$ cat src/tdcs_pkg.sv
// Shared constants of the daisy-chain temperature sensor core
package tdcs_pkg;
  // Clock and times
  localparam int unsigned CLK_HZ = 10_000_000;
  localparam int unsigned TMO_MS = 28;
  localparam int unsigned CONV_MS = 26;
  localparam int unsigned TMO_CYC = CLK_HZ / 1000 * TMO_MS;
  localparam int unsigned CONV_CYC = CLK_HZ / 1000 * CONV_MS;
  // Conversion periods per rate select value, in ms
  localparam int unsigned PER0_MS = 4000;
  localparam int unsigned PER1_MS = 1000;
  localparam int unsigned PER2_MS = 250;
  localparam int unsigned PER3_MS = 125;
  localparam int unsigned PER0_CYC = CLK_HZ / 1000 * PER0_MS;
  localparam int unsigned PER1_CYC = CLK_HZ / 1000 * PER1_MS;
  localparam int unsigned PER2_CYC = CLK_HZ / 1000 * PER2_MS;
  localparam int unsigned PER3_CYC = CLK_HZ / 1000 * PER3_MS;
  localparam int unsigned BIT_CYC = 1042;
  // Command bytes
  localparam logic [7:0] CAL_BYTE = 8'h55;
  localparam logic [7:0] CMD_GRST = 8'hB4;
  localparam logic [7:0] CMD_GICLR = 8'hA9;
  // Register pointer codes
  localparam logic [1:0] PTR_TEMP = 2'h0;
  localparam logic [1:0] PTR_CFG = 2'h1;
  localparam logic [1:0] PTR_TLO = 2'h2;
  localparam logic [1:0] PTR_THI = 2'h3;
  // Configuration field positions
  localparam int CFG_INT_EN = 7;
  localparam int CFG_RATE_HI = 6;
  localparam int CFG_LATCH = 2;
  localparam int CFG_MODE_HI = 1;
  // Reset values and conversion mode codes
  localparam logic [7:0] CFG_RST = 8'h02;
  localparam logic [7:0] TEMP_RST = 8'h00;
  localparam logic [7:0] THI_RST = 8'h3C;
  localparam logic [7:0] TLO_RST = 8'hF6;
  localparam logic [1:0] MODE_OFF = 2'h0;
  localparam logic [1:0] MODE_ONE = 2'h1;
  localparam logic [1:0] MODE_CONT = 2'h2;
endpackage : tdcs_pkg

$ cat src/tdcs_ser_if.sv
// Byte-level link between the protocol core and the serial engine
`timescale 1ns/1ps
interface tdcs_ser_if;
  logic rx_valid;
  logic [7:0] rx_byte;
  logic tx_go;
  logic [7:0] tx_byte;
  logic tx_busy;
  logic tx_done;
  logic tx_bit;
  modport core (input rx_valid, rx_byte, tx_busy, tx_done, tx_bit, output tx_go, tx_byte);
  modport uart (output rx_valid, rx_byte, tx_busy, tx_done, tx_bit, input tx_go, tx_byte);
endinterface : tdcs_ser_if

$ cat src/tdcs_core.sv
// Command, register and conversion logic of the chained temperature sensor
`timescale 1ns/1ps
module tdcs_core #(
  parameter int unsigned BIT_CYC = tdcs_pkg::BIT_CYC,
  parameter int unsigned TMO_CYC = tdcs_pkg::TMO_CYC,
  parameter int unsigned CONV_CYC = tdcs_pkg::CONV_CYC,
  parameter int unsigned PER0_CYC = tdcs_pkg::PER0_CYC,
  parameter int unsigned PER1_CYC = tdcs_pkg::PER1_CYC,
  parameter int unsigned PER2_CYC = tdcs_pkg::PER2_CYC,
  parameter int unsigned PER3_CYC = tdcs_pkg::PER3_CYC
) (
  // Clock and reset
  input wire logic clk,
  input wire logic nrst,
  // Serial chain
  input wire logic rx_in,
  output logic tx_out,
  // Sensor side
  input wire logic [3:0] dev_id,
  input wire logic [7:0] adc_temp,
  // Status
  output logic alert_hold
);
  typedef enum logic [1:0] {P_CAL = 2'b00, P_CMD = 2'b01, P_DATA = 2'b11,
                            P_SEND = 2'b10} tdcs_pst_e;
  typedef enum logic [1:0] {C_OFF = 2'b00, C_RUN = 2'b01, C_WAIT = 2'b11} tdcs_cst_e;

  tdcs_ser_if ser ();
  tdcs_pst_e pst_r;
  tdcs_cst_e cst_r;
  logic match_r, rw_r, pass_r, alert_r, clr_seq_r, tx_out_r;
  logic [1:0] ptr_r;
  logic int_en_r, fh_r, fl_r, latch_r;
  logic [1:0] rate_r, mode_r;
  logic [7:0] thi_r, tlo_r, temp_r;
  logic [31:0] ccnt_r, tmo_r, idle_r, per_sel;
  logic [7:0] rxb, cfg_val, rd_val;
  logic cmd_take, grst, giclr, hit, cfg_rd, wr_take, conv_done, over, under, tmo_hit;

  tdcs_uart #(.BIT_CYC(BIT_CYC)) u_uart (
    .clk(clk),
    .nrst(nrst),
    .rx_in(rx_in),
    .ser(ser.uart)
  );

  ////////////////////////////////////////////////////////////////
  // Command decode
  always_comb begin
    rxb = ser.rx_byte;
    cmd_take = ser.rx_valid && pst_r == P_CMD;
    grst = cmd_take && rxb == tdcs_pkg::CMD_GRST;
    giclr = cmd_take && rxb == tdcs_pkg::CMD_GICLR;
    hit = cmd_take && !rxb[7] && rxb[6:3] == dev_id;
    cfg_rd = hit && rxb[0] && rxb[2:1] == tdcs_pkg::PTR_CFG;
    wr_take = ser.rx_valid && pst_r == P_DATA && match_r && !rw_r;
    tmo_hit = (pst_r == P_CMD || pst_r == P_DATA) && tmo_r >= TMO_CYC - 1;
    conv_done = cst_r == C_RUN && ccnt_r >= CONV_CYC - 1;
    over = $signed(adc_temp) > $signed(thi_r);
    under = $signed(adc_temp) < $signed(tlo_r);
    cfg_val = {int_en_r, rate_r, fh_r, fl_r, latch_r, mode_r};
  end

  // Register read select and conversion period
  always_comb begin
    case (rxb[2:1])
      tdcs_pkg::PTR_TEMP: rd_val = temp_r;
      tdcs_pkg::PTR_CFG: rd_val = cfg_val;
      tdcs_pkg::PTR_TLO: rd_val = tlo_r;
      default: rd_val = thi_r;
    endcase
    case (rate_r)
      2'h0: per_sel = PER0_CYC;
      2'h1: per_sel = PER1_CYC;
      2'h2: per_sel = PER2_CYC;
      default: per_sel = PER3_CYC;
    endcase
  end

  ////////////////////////////////////////////////////////////////
  // Transaction sequencer
  always_ff @(posedge clk) begin
    ser.tx_go <= 1'b0;
    if (!nrst) begin
      pst_r <= P_CAL;
      match_r <= 1'b0;
      rw_r <= 1'b0;
      ptr_r <= 2'h0;
      pass_r <= 1'b1;
      alert_r <= 1'b0;
      clr_seq_r <= 1'b0;
      ser.tx_byte <= 8'h00;
    end else if (tmo_hit) begin
      pst_r <= P_CAL;
    end else begin
      if (int_en_r && (fh_r || fl_r) && idle_r >= TMO_CYC) begin
        alert_r <= 1'b1;
        pass_r <= 1'b0;
      end
      case (pst_r)
        P_CAL: if (ser.rx_valid && rxb == tdcs_pkg::CAL_BYTE) pst_r <= P_CMD;
        P_CMD: if (ser.rx_valid) begin
          match_r <= hit;
          rw_r <= rxb[0];
          ptr_r <= rxb[2:1];
          pst_r <= rxb[7] ? P_CAL : P_DATA;
          if (grst) begin
            pass_r <= 1'b1;
            alert_r <= 1'b0;
          end
          if (giclr && alert_r) begin
            alert_r <= 1'b0;
            clr_seq_r <= 1'b1;
            ser.tx_go <= 1'b1;
            ser.tx_byte <= tdcs_pkg::CAL_BYTE;
            pst_r <= P_SEND;
          end
          if (hit && rxb[0]) begin
            pass_r <= 1'b0;
            ser.tx_go <= 1'b1;
            ser.tx_byte <= rd_val;
            pst_r <= P_SEND;
          end
        end
        P_DATA: if (ser.rx_valid) pst_r <= P_CAL;
        P_SEND: if (ser.tx_done) begin
          if (clr_seq_r) begin
            clr_seq_r <= 1'b0;
            ser.tx_go <= 1'b1;
            ser.tx_byte <= tdcs_pkg::CMD_GICLR;
          end else begin
            pass_r <= 1'b1;
            pst_r <= P_CAL;
          end
        end
        default: pst_r <= P_CAL;
      endcase
    end
  end

  // Inter-byte timeout, restarted by every byte in either direction
  always_ff @(posedge clk) begin
    if (!nrst || ser.rx_valid || ser.tx_done || pst_r == P_CAL || pst_r == P_SEND) begin
      tmo_r <= 32'h00000000;
    end else begin
      tmo_r <= tmo_r + 32'h00000001;
    end
  end

  // Idle-high line timer for the alert
  always_ff @(posedge clk) begin
    if (!nrst || !rx_in || pst_r != P_CAL || ser.tx_busy) begin
      idle_r <= 32'h00000000;
    end else if (idle_r < TMO_CYC) begin
      idle_r <= idle_r + 32'h00000001;
    end
  end

  // Line driver: alert low, own byte, pass-through, or idle high
  always_ff @(posedge clk) begin
    if (!nrst) begin
      tx_out_r <= 1'b1;
    end else if (alert_r) begin
      tx_out_r <= 1'b0;
    end else if (ser.tx_busy) begin
      tx_out_r <= ser.tx_bit;
    end else begin
      tx_out_r <= pass_r ? rx_in : 1'b1;
    end
  end

  assign tx_out = tx_out_r;
  assign alert_hold = alert_r;

  ////////////////////////////////////////////////////////////////
  // Configuration, limits and flags
  always_ff @(posedge clk) begin
    if (!nrst || grst) begin
      int_en_r <= tdcs_pkg::CFG_RST[tdcs_pkg::CFG_INT_EN];
      rate_r <= tdcs_pkg::CFG_RST[tdcs_pkg::CFG_RATE_HI -: 2];
      latch_r <= tdcs_pkg::CFG_RST[tdcs_pkg::CFG_LATCH];
      mode_r <= tdcs_pkg::CFG_RST[tdcs_pkg::CFG_MODE_HI -: 2];
      fh_r <= 1'b0;
      fl_r <= 1'b0;
      thi_r <= tdcs_pkg::THI_RST;
      tlo_r <= tdcs_pkg::TLO_RST;
    end else begin
      if (giclr) int_en_r <= 1'b0;
      if (wr_take && ptr_r == tdcs_pkg::PTR_CFG) begin
        int_en_r <= rxb[tdcs_pkg::CFG_INT_EN];
        rate_r <= rxb[tdcs_pkg::CFG_RATE_HI -: 2];
        latch_r <= rxb[tdcs_pkg::CFG_LATCH] | rxb[tdcs_pkg::CFG_INT_EN];
        mode_r <= rxb[tdcs_pkg::CFG_MODE_HI -: 2];
      end else if (conv_done && mode_r == tdcs_pkg::MODE_ONE) begin
        mode_r <= tdcs_pkg::MODE_OFF;
      end
      if (wr_take && ptr_r == tdcs_pkg::PTR_THI) thi_r <= rxb;
      if (wr_take && ptr_r == tdcs_pkg::PTR_TLO) tlo_r <= rxb;
      if (conv_done) begin
        fh_r <= over | (fh_r & latch_r & !cfg_rd);
        fl_r <= under | (fl_r & latch_r & !cfg_rd);
      end else if (cfg_rd) begin
        fh_r <= 1'b0;
        fl_r <= 1'b0;
      end
    end
  end

  ////////////////////////////////////////////////////////////////
  // Conversion sequencer and result register
  always_ff @(posedge clk) begin
    if (!nrst || grst) begin
      cst_r <= C_RUN;
      ccnt_r <= 32'h00000000;
      temp_r <= tdcs_pkg::TEMP_RST;
    end else begin
      case (cst_r)
        C_RUN: if (conv_done) begin
          temp_r <= adc_temp;
          ccnt_r <= 32'h00000000;
          cst_r <= mode_r[1] ? C_WAIT : C_OFF;
        end else begin
          ccnt_r <= ccnt_r + 32'h00000001;
        end
        C_WAIT: if (!mode_r[1]) begin
          cst_r <= C_OFF;
        end else if (ccnt_r + CONV_CYC + 1 >= per_sel) begin
          cst_r <= C_RUN;
          ccnt_r <= 32'h00000000;
        end else begin
          ccnt_r <= ccnt_r + 32'h00000001;
        end
        C_OFF: if (mode_r != tdcs_pkg::MODE_OFF) begin
          cst_r <= C_RUN;
          ccnt_r <= 32'h00000000;
        end
        default: cst_r <= C_OFF;
      endcase
    end
  end
endmodule : tdcs_core

$ cat src/tdcs_uart.sv
// Serial byte receiver and transmitter, LSB first, start and stop framed
`timescale 1ns/1ps
module tdcs_uart #(
  parameter int unsigned BIT_CYC = tdcs_pkg::BIT_CYC
) (
  // Clock and reset
  input wire logic clk,
  input wire logic nrst,
  // Serial input
  input wire logic rx_in,
  // Byte side
  tdcs_ser_if.uart ser
);
  typedef enum logic [1:0] {RX_IDLE = 2'b00, RX_START = 2'b01, RX_DATA = 2'b11,
                            RX_STOP = 2'b10} tdcs_rx_e;
  localparam logic [15:0] FULL = 16'(BIT_CYC - 1);
  localparam logic [15:0] HALF = 16'(BIT_CYC / 2 - 1);
  tdcs_rx_e rx_st_r;
  logic [15:0] rx_cnt_r;
  logic [7:0] rx_sh_r;
  logic [2:0] rx_n_r;
  logic [15:0] tx_cnt_r;
  logic [9:0] tx_sh_r;
  logic [3:0] tx_n_r;

  ////////////////////////////////////////////////////////////////
  // Receiver, samples each bit at its middle
  always_ff @(posedge clk) begin
    ser.rx_valid <= 1'b0;
    if (!nrst) begin
      rx_st_r <= RX_IDLE;
      rx_cnt_r <= 16'h0000;
      rx_sh_r <= 8'h00;
      rx_n_r <= 3'h0;
      ser.rx_byte <= 8'h00;
    end else if (rx_st_r != RX_IDLE && rx_cnt_r != 16'h0000) begin
      rx_cnt_r <= rx_cnt_r - 16'h0001;
    end else begin
      case (rx_st_r)
        RX_IDLE: if (!rx_in) begin
          rx_st_r <= RX_START;
          rx_cnt_r <= HALF;
        end
        RX_START: begin
          rx_st_r <= rx_in ? RX_IDLE : RX_DATA; // Glitch rejection
          rx_cnt_r <= FULL;
          rx_n_r <= 3'h0;
        end
        RX_DATA: begin
          rx_sh_r <= {rx_in, rx_sh_r[7:1]};
          rx_cnt_r <= FULL;
          rx_n_r <= rx_n_r + 3'h1;
          if (rx_n_r == 3'h7) rx_st_r <= RX_STOP;
        end
        RX_STOP: begin
          rx_st_r <= RX_IDLE;
          ser.rx_valid <= rx_in; // Framing error drops the byte
          ser.rx_byte <= rx_sh_r;
        end
        default: rx_st_r <= RX_IDLE;
      endcase
    end
  end

  ////////////////////////////////////////////////////////////////
  // Transmitter, start bit, eight data bits, stop bit
  always_ff @(posedge clk) begin
    ser.tx_done <= 1'b0;
    if (!nrst) begin
      tx_sh_r <= 10'h3FF;
      tx_cnt_r <= 16'h0000;
      tx_n_r <= 4'h0;
      ser.tx_busy <= 1'b0;
    end else if (!ser.tx_busy) begin
      if (ser.tx_go) begin
        tx_sh_r <= {1'b1, ser.tx_byte, 1'b0};
        tx_cnt_r <= FULL;
        tx_n_r <= 4'h0;
        ser.tx_busy <= 1'b1;
      end
    end else if (tx_cnt_r != 16'h0000) begin
      tx_cnt_r <= tx_cnt_r - 16'h0001;
    end else begin
      tx_cnt_r <= FULL;
      tx_sh_r <= {1'b1, tx_sh_r[9:1]};
      tx_n_r <= tx_n_r + 4'h1;
      if (tx_n_r == 4'h9) begin
        ser.tx_busy <= 1'b0;
        ser.tx_done <= 1'b1;
      end
    end
  end

  assign ser.tx_bit = tx_sh_r[0];
endmodule : tdcs_uart
$ cat config.mk
export PLATFORM = sky130hd
export DESIGN_NAME = tdcs_core
export DESIGN_NICKNAME = d
export VERILOG_FILES = /design/src/tdcs_pkg.sv /design/src/tdcs_ser_if.sv /design/src/tdcs_core.sv /design/src/tdcs_uart.sv
export SDC_FILE = /design/constraint.sdc
export NUM_CORES = 1
export LEC_CHECK = 0
export BUFFER_PORTS_ARGS = -buffer_cell sky130_fd_sc_hd__buf_2
export CORE_ASPECT_RATIO = 1.5
export CORE_MARGIN = 2
export CORE_UTILIZATION = 53
export CTS_CLUSTER_DIAMETER = 40
export CTS_CLUSTER_SIZE = 20
export DETAILED_ROUTE_END_ITERATION = 8
export PLACE_DENSITY_LB_ADDON = 0.25
export REMOVE_ABC_BUFFERS = 1
export SYNTH_ARGS = -nofsm -noshare
export SYNTH_HDL_FRONTEND = slang
export SYNTH_SLANG_ARGS = --single-unit
$ cat constraint.sdc
create_clock -name clk -period 7.3 [get_ports clk]
set_clock_uncertainty 0.2 [all_clocks]
set_input_delay 1.095 -clock clk [delete_from_list [all_inputs] [get_ports clk]]
set_output_delay 1.095 -clock clk [all_outputs]
set_load 0.01 [all_outputs]
==> results of run 1 <==
## synth_stat cells, types with 4 or more instances
cell type / instances / area (um2)
dfxtp_1: 218 / 4360
nor2_1: 179 / 672
nand2_1: 167 / 627
a21oi_1: 103 / 515
ha_1: 62 / 776
clkbuf_1: 60 / 225
nand3_1: 60 / 300
o21ai_0: 55 / 275
inv_1: 50 / 188
mux2i_1: 41 / 410
xor2_1: 38 / 333
nor3_1: 35 / 175
xnor2_1: 32 / 280
nor4_1: 23 / 144
and2_1: 22 / 138
o211ai_1: 21 / 158
a31oi_1: 20 / 125
nand4_1: 20 / 125
and3_1: 18 / 113
or3_1: 18 / 113
nor2b_1: 13 / 81.3
nand2b_1: 12 / 75.1
a21o_1: 9 / 67.6
a311oi_1: 9 / 78.8
mux4_2: 8 / 180
o21a_1: 7 / 52.6
or4_1: 7 / 52.6
a211oi_1: 6 / 45.0
nand3b_1: 6 / 45.0
or2_2: 6 / 37.5
a22o_1: 5 / 43.8
and4_1: 5 / 43.8
nand4b_1: 4 / 35.0
nor3b_1: 4 / 30.0
o31ai_1: 4 / 30.0
## layer usage
metal | GRT usage | part of all wire
met1 | 0.246 | 0.41
met2 | 0.429 | 0.53
met3 | 0.0311 | 0.033
met4 | 0.0872 | 0.031
met5 | 0 | 0.00050
## cells in the final DEF, fill, tap and decap left out, types with 12 or more instances in the layout
master and count:
dfxtp_1 218, nor2_1 179, nand2_1 167, a21oi_1 103, ha_1 62, nand3_1 60, o21ai_0 54, inv_1 50
mux2i_1 41, xor2_1 38, nor3_1 35, xnor2_1 32, clkbuf_16 29, nor4_1 23, and2_1 22, o211ai_1 21
nand4_1 20, a31oi_1 20, and3_1 18, or3_1 18, buf_2 16, nor2b_1 13, nand2b_1 12
## cell families after synthesis
logic type               synth area share
buffers and inverters              0.0418
multiplexers                       0.0513
AND/OR/NAND/NOR                     0.256
adder cells (fa/ha/maj)            0.0674
flip-flops                          0.379
AO/OA/AOI/OAI                       0.151
XOR/XNOR                           0.0533
## power breakdown
group | total [mW] | switching, mW | internal, mW
clock | 1.47 | 0.602 | 0.871
sequential | 1.30 | 0.0559 | 1.24
combinational | 0.398 | 0.238 | 0.161
total | 3.17 | 0.896 | 2.27
## flip-flops by register name, summed over array words and instances (netlist names), 9 cells and up
| name | count |
|---|---|
| ccnt_r | 32 |
| idle_r | 32 |
| tmo_r | 32 |
| u_uart.rx_cnt_r | 16 |
| u_uart.tx_cnt_r | 16 |
| u_uart.tx_sh_r | 9 |
## worst max-delay path by stage
stage | from | to | slack [ns] | cells after the start
5_1_grt | ccnt_r[12] | ccnt_r[16] | 1.95 | 15
6_report | ccnt_r[12] | ccnt_r[20] | 2.34 | 15
3_5_place_dp | ccnt_r[12] | ccnt_r[20] | 2.40 | 15
2_1_floorplan | ccnt_r[12] | ccnt_r[11] | 2.91 | 15
4_1_cts | ccnt_r[12] | ccnt_r[20] | 2.36 | 15
3_3_place_gp | ccnt_r[12] | ccnt_r[11] | 2.47 | 15
## cell type report
| type | count | area [um2] | area share |
|---|---|---|---|
| Multi-Input combinational cell | 1069 | 6660 | 0.524 |
| Clock inverter | 18 | 253 | 0.0199 |
| Sequential cell | 218 | 4360 | 0.343 |
| Antenna cell | 1 | 2.50 | 0.000197 |
| Timing Repair Buffer | 21 | 118 | 0.00925 |
| Tap cell | 272 | 340 | 0.0268 |
| Inverter | 52 | 195 | 0.0154 |
| Clock buffer | 34 | 785 | 0.0617 |
## stage by stage
stage / hold WS (ns) / cell area (um2)
3_3_place_gp: 0.229 / 11700
3_5_place_dp: 0.239 / 11700
2_1_floorplan: 0.214 / 11200
5_1_grt: 0.273 / 12700
4_1_cts: 0.257 / 12700
6_report: 0.256 / 12700
## worst register-to-register path, cell delays in order (launching register included)
cell	delay [ns]
dfxtp_1	0.41
or4_4	0.58
or3_4	0.37
a311oi_4	0.42
nor2_1	0.11
xor2_1	0.16
ha_1	0.34
a21oi_1	0.16
nand2_1	0.06
a221o_1	0.29
o21ai_0	0.21
nand4_2	0.13
nor2_1	0.12
a32o_1	0.86
o21ai_0	0.23
a31oi_1	0.22
==> results.yml, run 1 <==
status:
  status: "finished, final reports clean"
cells_and_area:
  area_growth_pct: 10.5
  fill_cells: 1982
  final_nets: 1467
  drive_gt1_frac: 0.0687
  fin_cells: 1685
  final_util: 0.592
place:
  place_ws_ns: 2.40
  gp_congestion: 0.888
  place_inst: 1632
  io_buffer_count: 16
  hpwl_mm: 18.1
route:
  vias_per_cell: 5.78
  drc: 0
  first_pass_iters: 5
  drt-total-wl_mm: 26.0
  drt_iter0_drc: 512
  via_count: 9746
  routedWlPerCell_um: 15.4
  final_antenna_net_count: 0
clock_tree:
  root_buffer: "clkbuf_16"
  cts-buffers-inserted: 28
  cts_setup_buffers: 0
  cts_resized: 0
  clkLatencyLatePin_ns: 0.55
  cts_buffer_depth: 3
  cts_hold_buffers: 0
  htreeDepth: 1
  cts_sinks: 218
  path_clk_slew_ns: 0.08
  cts_tree: "built"
global_route:
  grt_usage: 0.223
  overflow: 0
  antenna_found_initial: 2
  grt_max_degree: 55
  first_global_vias: 9461
  grt_pass1_wl_mm: 43.7
worst_setup_path:
  cpPeakStageDelay_ns: 0.86
  rr_endpoint: "ccnt_r[20]"
  reg2reg_depth: 15
  worstPathRequired_ns: 7.55
  crit_path_start_kind: "register"
  worst-setup-path-type: "reg -> reg"
  worstPathArrival_ns: 5.21
  cp_cell_sequence: "or4_4 -> or3_4 -> a311oi_4 -> nor2_1 -> xor2_1 -> ha_1 -> a21oi_1 -> nand2_1 -> a221o_1 -> o21ai_0 -> nand4_2 -> nor2_1 -> a32o_1 -> o21ai_0 -> a31oi_1"
  worstReg2RegStart: "ccnt_r[12]"
  cp_num_buf_inv: 0
  critPathTopFamily: "compound AO/OA/AOI/OAI gates"
  r2r_slack_ns: 2.34
  slowest_stage: "a32o_1"
  worst-path-max-fanout: 25
  endpoint_kind: "register"
yosys:
  synth_area_um2: 11500
  yosysSeqAreaShare: 0.379
  synth_enable_flop_cells: 0
  ys.warnings.count: 0
  syn_area_per_cell_um2: 8.17
  postSynthCellCount: 1408
  yosys_most_used_dff: "dfxtp_1"
  async_flop_share: 0
  synth.distinct_cells: 72
  ys_seq_elements: 218
timing:
  setup_tns_ns: 0
  slew_violations: 0
  setup_viol: 0
  min_period_over_period: 0.680
  max_freq_mhz: 202
  rsz0062_at_grt: "no"
  period_minus_slack_ns: 4.96
  hold_violations: 0
  worstMarginPinSlew_ns: 1.09
  slew_headroom: 0.273
  fin_ws_ns: 2.34
floorplan:
  ios: 17
  die_w_um: 124
  fp.coreArea_um2: 21500
  start_util: 0.536
  die_y_um: 184
  dieArea_um2: 22900
  rows: 66
flow_run:
  max_cap_violations: 0
min_path:
  hold_path_depth: 2
  worstHoldStart: "u_uart.rx_sh_r[0]"
  worstHoldEndpoint: "u_uart.rx_sh_r[0]"
  hold_path_class: "reg -> reg"
pwr:
  p_per_area_nw_per_um2: 249
  ir_worst_vdd_mv: 0.182
  power_leakage_nw: 4.88
  total_power_mw: 3.17
(Power assumes the default switching activity.)
==> run 2, diff against run 1 <==
==> constraint.sdc (replaced) <==
create_clock -name clk -period 4 [get_ports clk]
set_clock_uncertainty 0.2 [all_clocks]
set_input_delay 0.6 -clock clk [delete_from_list [all_inputs] [get_ports clk]]
set_output_delay 0.6 -clock clk [all_outputs]
set_load 0.01 [all_outputs]
==> results.yml, run 2 (synthesis gave the netlist of run 1 again) <==
timing:
  fin_ws_ns: -0.195
  slew_headroom: 0.210
  period_minus_slack_ns: 4.19
  slew_violations: 0
  max_freq_mhz: 238
  min_period_over_period: 1.05
  setup_viol: 31
  setup_tns_ns: -3.96
  fin_hold_ws_ns: 0.115
  rsz0062_at_grt: "yes"
  hold_violations: 0
  worstMarginPinSlew_ns: 1.17
pwr:
  internal_power_mw: 4.04
  ir_worst_vdd_mv: 0.314
  p_per_area_nw_per_um2: 420
  combPwrFrac: 0.137
  power_leakage_nw: 5.24
  clockPowerShare: 0.442
  power_frac_seq: 0.421
  power.net_switching_mw: 1.58
  power_switching_share: 0.281
global_route:
  first_global_vias: 9747
  grt_util_met3: 0.0386
  grtUsageMet2: 0.440
  overflow: 0
  busiest_layer: "met2"
  grt_usage: 0.235
  antenna_found_initial: 3
  grt_pass1_wl_mm: 46.0
  grt_max_degree: 55
  use_met1: 0.256
place:
  io_buffer_count: 16
  place_ws_ns: -0.252
  hpwl_mm: 19.0
  gp_congestion: 0.870
worst_setup_path:
  worst-path-max-fanout: 6
  worst-setup-path-type: "reg -> reg"
  crit_path_start_kind: "register"
  worstPathArrival_ns: 4.44
  r2r_slack_ns: -0.19
  worstPathRequired_ns: 4.25
  endpoint_kind: "register"
cells_and_area:
  final_common_cell: "dfxtp_1"
  drive_gt1_frac: 0.127
  top_regs: "ccnt_r x32, idle_r x32, tmo_r x32"
  final_cell_mix: "dfxtp_1 (217), nor2_1 (177), nand2_1 (165)"
  fill_cells: 1916
  final_nets: 1529
  area_growth_pct: 16.2
status:
  status: "finished with violations"
  violations: "negative setup slack"
clock_tree:
  cts_sinks: 218
  clkLatencyLatePin_ns: 0.55
  root_buffer: "clkbuf_16"
  cts_buffer_depth: 3
  cts_hold_buffers: 0
  htreeDepth: 1
  cts-buffers-inserted: 28
  cts_tree: "built"
  path_clk_slew_ns: 0.06
floorplan:
  dieArea_um2: 22900
  start_util: 0.536
  fp.coreArea_um2: 21500
  ios: 17
  die_y_um: 184
  rows: 66
  die_w_um: 124
route:
  routedWlPerCell_um: 15.7
  first_pass_iters: 4
  final_antenna_net_count: 0
  via_count: 10100
  drt_iter0_drc: 457
  vias_per_cell: 5.76
  drc: 0
  drt-total-wl_mm: 27.4
min_path:
  hold_path_class: "in -> reg"
flow_run:
  max_cap_violations: 0
## run 2: cell count changes in the layout (fill, tap and decap cells not counted), moves of 3 or more
cell      delta
a21oi_1     -12
a21oi_2     +11
buf_12       +3
buf_4       +49
buf_6        +7
clkinv_8     -5
inv_8        +3
nand3_1      -3
nand3_2      +3
## run 2: worst paths after layout
path,start,to,cells after the start
worst min-delay path,adc_temp[5],temp_r[5],3
worst max register to register,ccnt_r[12],ccnt_r[12],16
worst min register to register,u_uart.tx_n_r[3],u_uart.tx_n_r[3],1
worst max-delay path,ccnt_r[12],ccnt_r[12],16
## run 2: final cells by class
| cell class | instances | area, um2 | share of cell area |
|---|---|---|---|
| sequential | 218 | 4370 | 0.327 |
| tap | 272 | 340 | 0.0255 |
| clock inverter | 16 | 176 | 0.0132 |
| multi-input combinational | 1069 | 6810 | 0.510 |
| inverter | 52 | 198 | 0.0148 |
| timing repair buffer | 83 | 704 | 0.0527 |
| antenna | 1 | 2.50 | 0.000187 |
| clock buffer | 35 | 767 | 0.0574 |
## run 2: power groups by stage
| stage | combinational, mW | clock (mW) | sequential [mW] |
|---|---|---|---|
| finish | 0.771 | 2.49 | 2.36 |
| global route | 0.873 | 2.62 | 2.38 |
| CTS | 0.765 | 2.53 | 2.36 |
| detailed placement | 0.741 | 0 | 2.41 |
| global placement | 0.727 | 0 | 2.41 |
| floorplan | 0.571 | 0 | 2.39 |
## run 2: repair_timing
action,in CTS,in global routing
gates cloned,2,1
resized for setup,21,29
endpoints found under the setup margin,32,34
pin swaps,13,10
setup buffers,5,2
## run 2: through the flow
stage           util  power [mW]  instances  area (um2)
3_3_place_gp   0.564        3.13       1686       12100
4_1_cts        0.615        5.66       1743       13200
2_1_floorplan      -        2.96       1339       11200
5_1_grt        0.622        5.88       1745       13400
6_report       0.623        5.62       1746       13400
3_5_place_dp   0.564        3.15       1686       12100
## run 2: routing by layer
layer / vias to the layer above / routed length (um) / share of wire
li1: 5073 / - / -
met1: 4708 / 11000 / 0.40
met3: 84 / 1090 / 0.040
met4: 4 / 1220 / 0.044
met5: - / 23 / 0.00084
met2: 182 / 14100 / 0.51
## run 2: worst max-delay path, cell delays in order, from the launching register on
cell and delay [ns]:
dfxtp_2 0.32, or4_4 0.53, or3_4 0.41, a311oi_4 0.29, nor2_1 0.09, xor2_1 0.16
ha_1 0.33, a21oi_2 0.13, nand2_1 0.06, a221o_1 0.30, o21ai_2 0.14, nand4_2 0.13
or4_4 0.49, nand2_8 0.13, buf_12 0.15, a21oi_1 0.06, a31oi_1 0.17
==> run 3, diff against run 2 <==
--- a/config.mk
+++ b/config.mk
@@ -8,10 +8,11 @@
 export BUFFER_PORTS_ARGS = -buffer_cell sky130_fd_sc_hd__buf_2
 export CORE_ASPECT_RATIO = 1.5
 export CORE_MARGIN = 2
-export CORE_UTILIZATION = 53
+export CORE_UTILIZATION = 40
 export CTS_CLUSTER_DIAMETER = 40
 export CTS_CLUSTER_SIZE = 20
 export DETAILED_ROUTE_END_ITERATION = 8
+export GPL_ROUTABILITY_DRIVEN = 0
 export PLACE_DENSITY_LB_ADDON = 0.25
 export REMOVE_ABC_BUFFERS = 1
 export SYNTH_ARGS = -nofsm -noshare
==> results.yml, run 3 (synthesis gave the netlist of run 1 again) <==
floorplan:
  ios: 17
  die_w_um: 142
  rows: 76
  die_y_um: 212
  start_util: 0.403
  dieArea_um2: 30200
  fp.coreArea_um2: 28500
worst_setup_path:
  worstReg2RegStart: "ccnt_r[12]"
  cpMostUsedCell: "buf_4"
  worstPathArrival_ns: 4.37
  slowest_stage: "or4_4"
  rr_endpoint: "ccnt_r[30]"
  r2r_slack_ns: -0.12
  cpPeakStageDelay_ns: 0.53
  crit_path_start_kind: "register"
  worst-setup-path-type: "reg -> reg"
  cp_cell_sequence: "or4_4 -> or3_4 -> or2_2 -> nand2_1 -> xnor2_1 -> ha_1 -> nand4_1 -> buf_4 -> nor4_4 -> o311ai_2 -> nand4_2 -> buf_4 -> nor2_1 -> a32o_2 -> buf_6 -> and3_1 -> a221o_1"
  worst-path-max-fanout: 4
  endpoint_kind: "register"
  worstPathRequired_ns: 4.25
  reg2reg_depth: 17
cells_and_area:
  drive_gt1_frac: 0.120
  final_common_cell: "dfxtp_1"
  area_growth_pct: 17.2
  final_nets: 1532
  antenna_cells: 0
  top_regs: "ccnt_r x32, idle_r x32, tmo_r x32"
  final_cell_mix: "dfxtp_1 (218), nor2_1 (179), nand2_1 (167)"
  final_cell_area_um2: 13500
  fill_cells: 2820
timing:
  min_period_over_period: 1.03
  period_minus_slack_ns: 4.12
  slew_headroom: 0.305
  worstMarginPinSlew_ns: 1.04
  max_freq_mhz: 243
  rsz0062_at_grt: "yes"
  setup_tns_ns: -1.59
  fin_ws_ns: -0.115
  setup_viol: 28
  slew_violations: 0
  hold_violations: 0
status:
  violations: "negative setup slack"
  status: "finished with violations"
route:
  routedWlPerCell_um: 15.8
  drt-total-wl_mm: 28.9
  drc: 0
  first_pass_iters: 5
  via_count: 10000
  drt_iter0_drc: 374
  final_antenna_net_count: 0
  vias_per_cell: 5.48
min_path:
  worstHoldStart: "adc_temp[1]"
  hold_path_class: "in -> reg"
  hold_path_depth: 3
  worstHoldEndpoint: "temp_r[1]"
clock_tree:
  path_clk_slew_ns: 0.06
  cts_tree: "built"
  root_buffer: "clkbuf_16"
  cts_sinks: 218
  htreeDepth: 1
  cts-buffers-inserted: 31
  clkLatencyLatePin_ns: 0.57
  cts_buffer_depth: 3
place:
  place_area_um2: 12200
  hpwl_mm: 20.1
  place_ws_ns: -0.244
  io_buffer_count: 16
global_route:
  grt_usage: 0.192
  grt_max_degree: 55
  overflow: 0
  grt_pass1_wl_mm: 47.7
  first_global_vias: 10000
  antenna_found_initial: 3
pwr:
  ir_worst_vdd_mv: 0.287
  p_per_area_nw_per_um2: 436
  total_power_mw: 5.88
  power_leakage_nw: 5.28
flow_run:
  max_cap_violations: 0
[run 3: cell count changes in the layout (fill, tap and decap cells not counted), moves of 3 or more]
cell	delta
buf_4	+3
inv_8	+5
clkbuf_16	+3
a21oi_1	+8
buf_6	-3
a21oi_2	-7
[run 3: how the worst max path moves through the flow]
stage | from | end | slack, ns | cells after the start
after floorplan | ccnt_r[12] | ccnt_r[11] | -0.39 | 15
after global routing | ccnt_r[12] | ccnt_r[30] | -0.29 | 17
after detailed placement | ccnt_r[12] | ccnt_r[19] | -0.24 | 17
after global placement | ccnt_r[12] | ccnt_r[12] | -0.15 | 16
final | ccnt_r[12] | ccnt_r[30] | -0.12 | 17
after CTS | ccnt_r[12] | ccnt_r[14] | -0.12 | 16
[run 3: worst max-delay path, delay by kind of cell (launching register included)]
kind / cells / cell delay (ns)
buffers and inverters: 3 / 0.43
AOI/OAI and AO/OA: 3 / 0.64
and+or+nand+nor: 9 / 2.04
adders and majority gates: 1 / 0.31
xor gates and xnor gates: 1 / 0.07
DFF: 1 / 0.31
[run 3: area by class of cell]
| cell class | instances | area, um2 | share of cell area |
|---|---|---|---|
| Tap cell | 351 | 439 | 0.0326 |
| Inverter | 52 | 195 | 0.0145 |
| Sequential cell | 218 | 4360 | 0.324 |
| Clock inverter | 21 | 223 | 0.0165 |
| Multi-Input combinational cell | 1069 | 6750 | 0.501 |
| Clock buffer | 35 | 821 | 0.0609 |
| Timing Repair Buffer | 83 | 688 | 0.0510 |
[run 3: repair_timing]
| action | 4_1_cts | 5_1_grt |
|---|---|---|
| resized for setup | 17 | 15 |
| hold buffers | 0 | 0 |
| setup buffers | 2 | 1 |
| pin swaps | 7 | 10 |
| cloned | 2 | 1 |
| endpoints found under the setup margin | 31 | 34 |
[run 3: metrics by stage]
step                hold WS (ns)  utilization  instances
floorplan                  0.214            -       1339
global placement           0.231        0.428       1767
detailed placement         0.233        0.428       1767
CTS                       0.0799        0.470       1827
global route              0.0940        0.473       1829
finish                     0.109        0.473       1829
[run 3: report_power, final]
part | total, mW | leakage (nW) | switching [mW] | internal (mW)
registers | 2.37 | 1.76 | 0.104 | 2.26
clock network | 2.74 | 0.513 | 1.14 | 1.59
logic | 0.773 | 3.01 | 0.450 | 0.323
total | 5.88 | 5.28 | 1.70 | 4.18
[run 3: metal layers]
metal,GRT usage,vias to the layer above,wire [um]
li1,-,5071,-
met1,0.209,4690,11800
met2,0.358,164,14800
met3,0.0314,85,1120
met4,0.0881,6,1190
met5,0,-,36
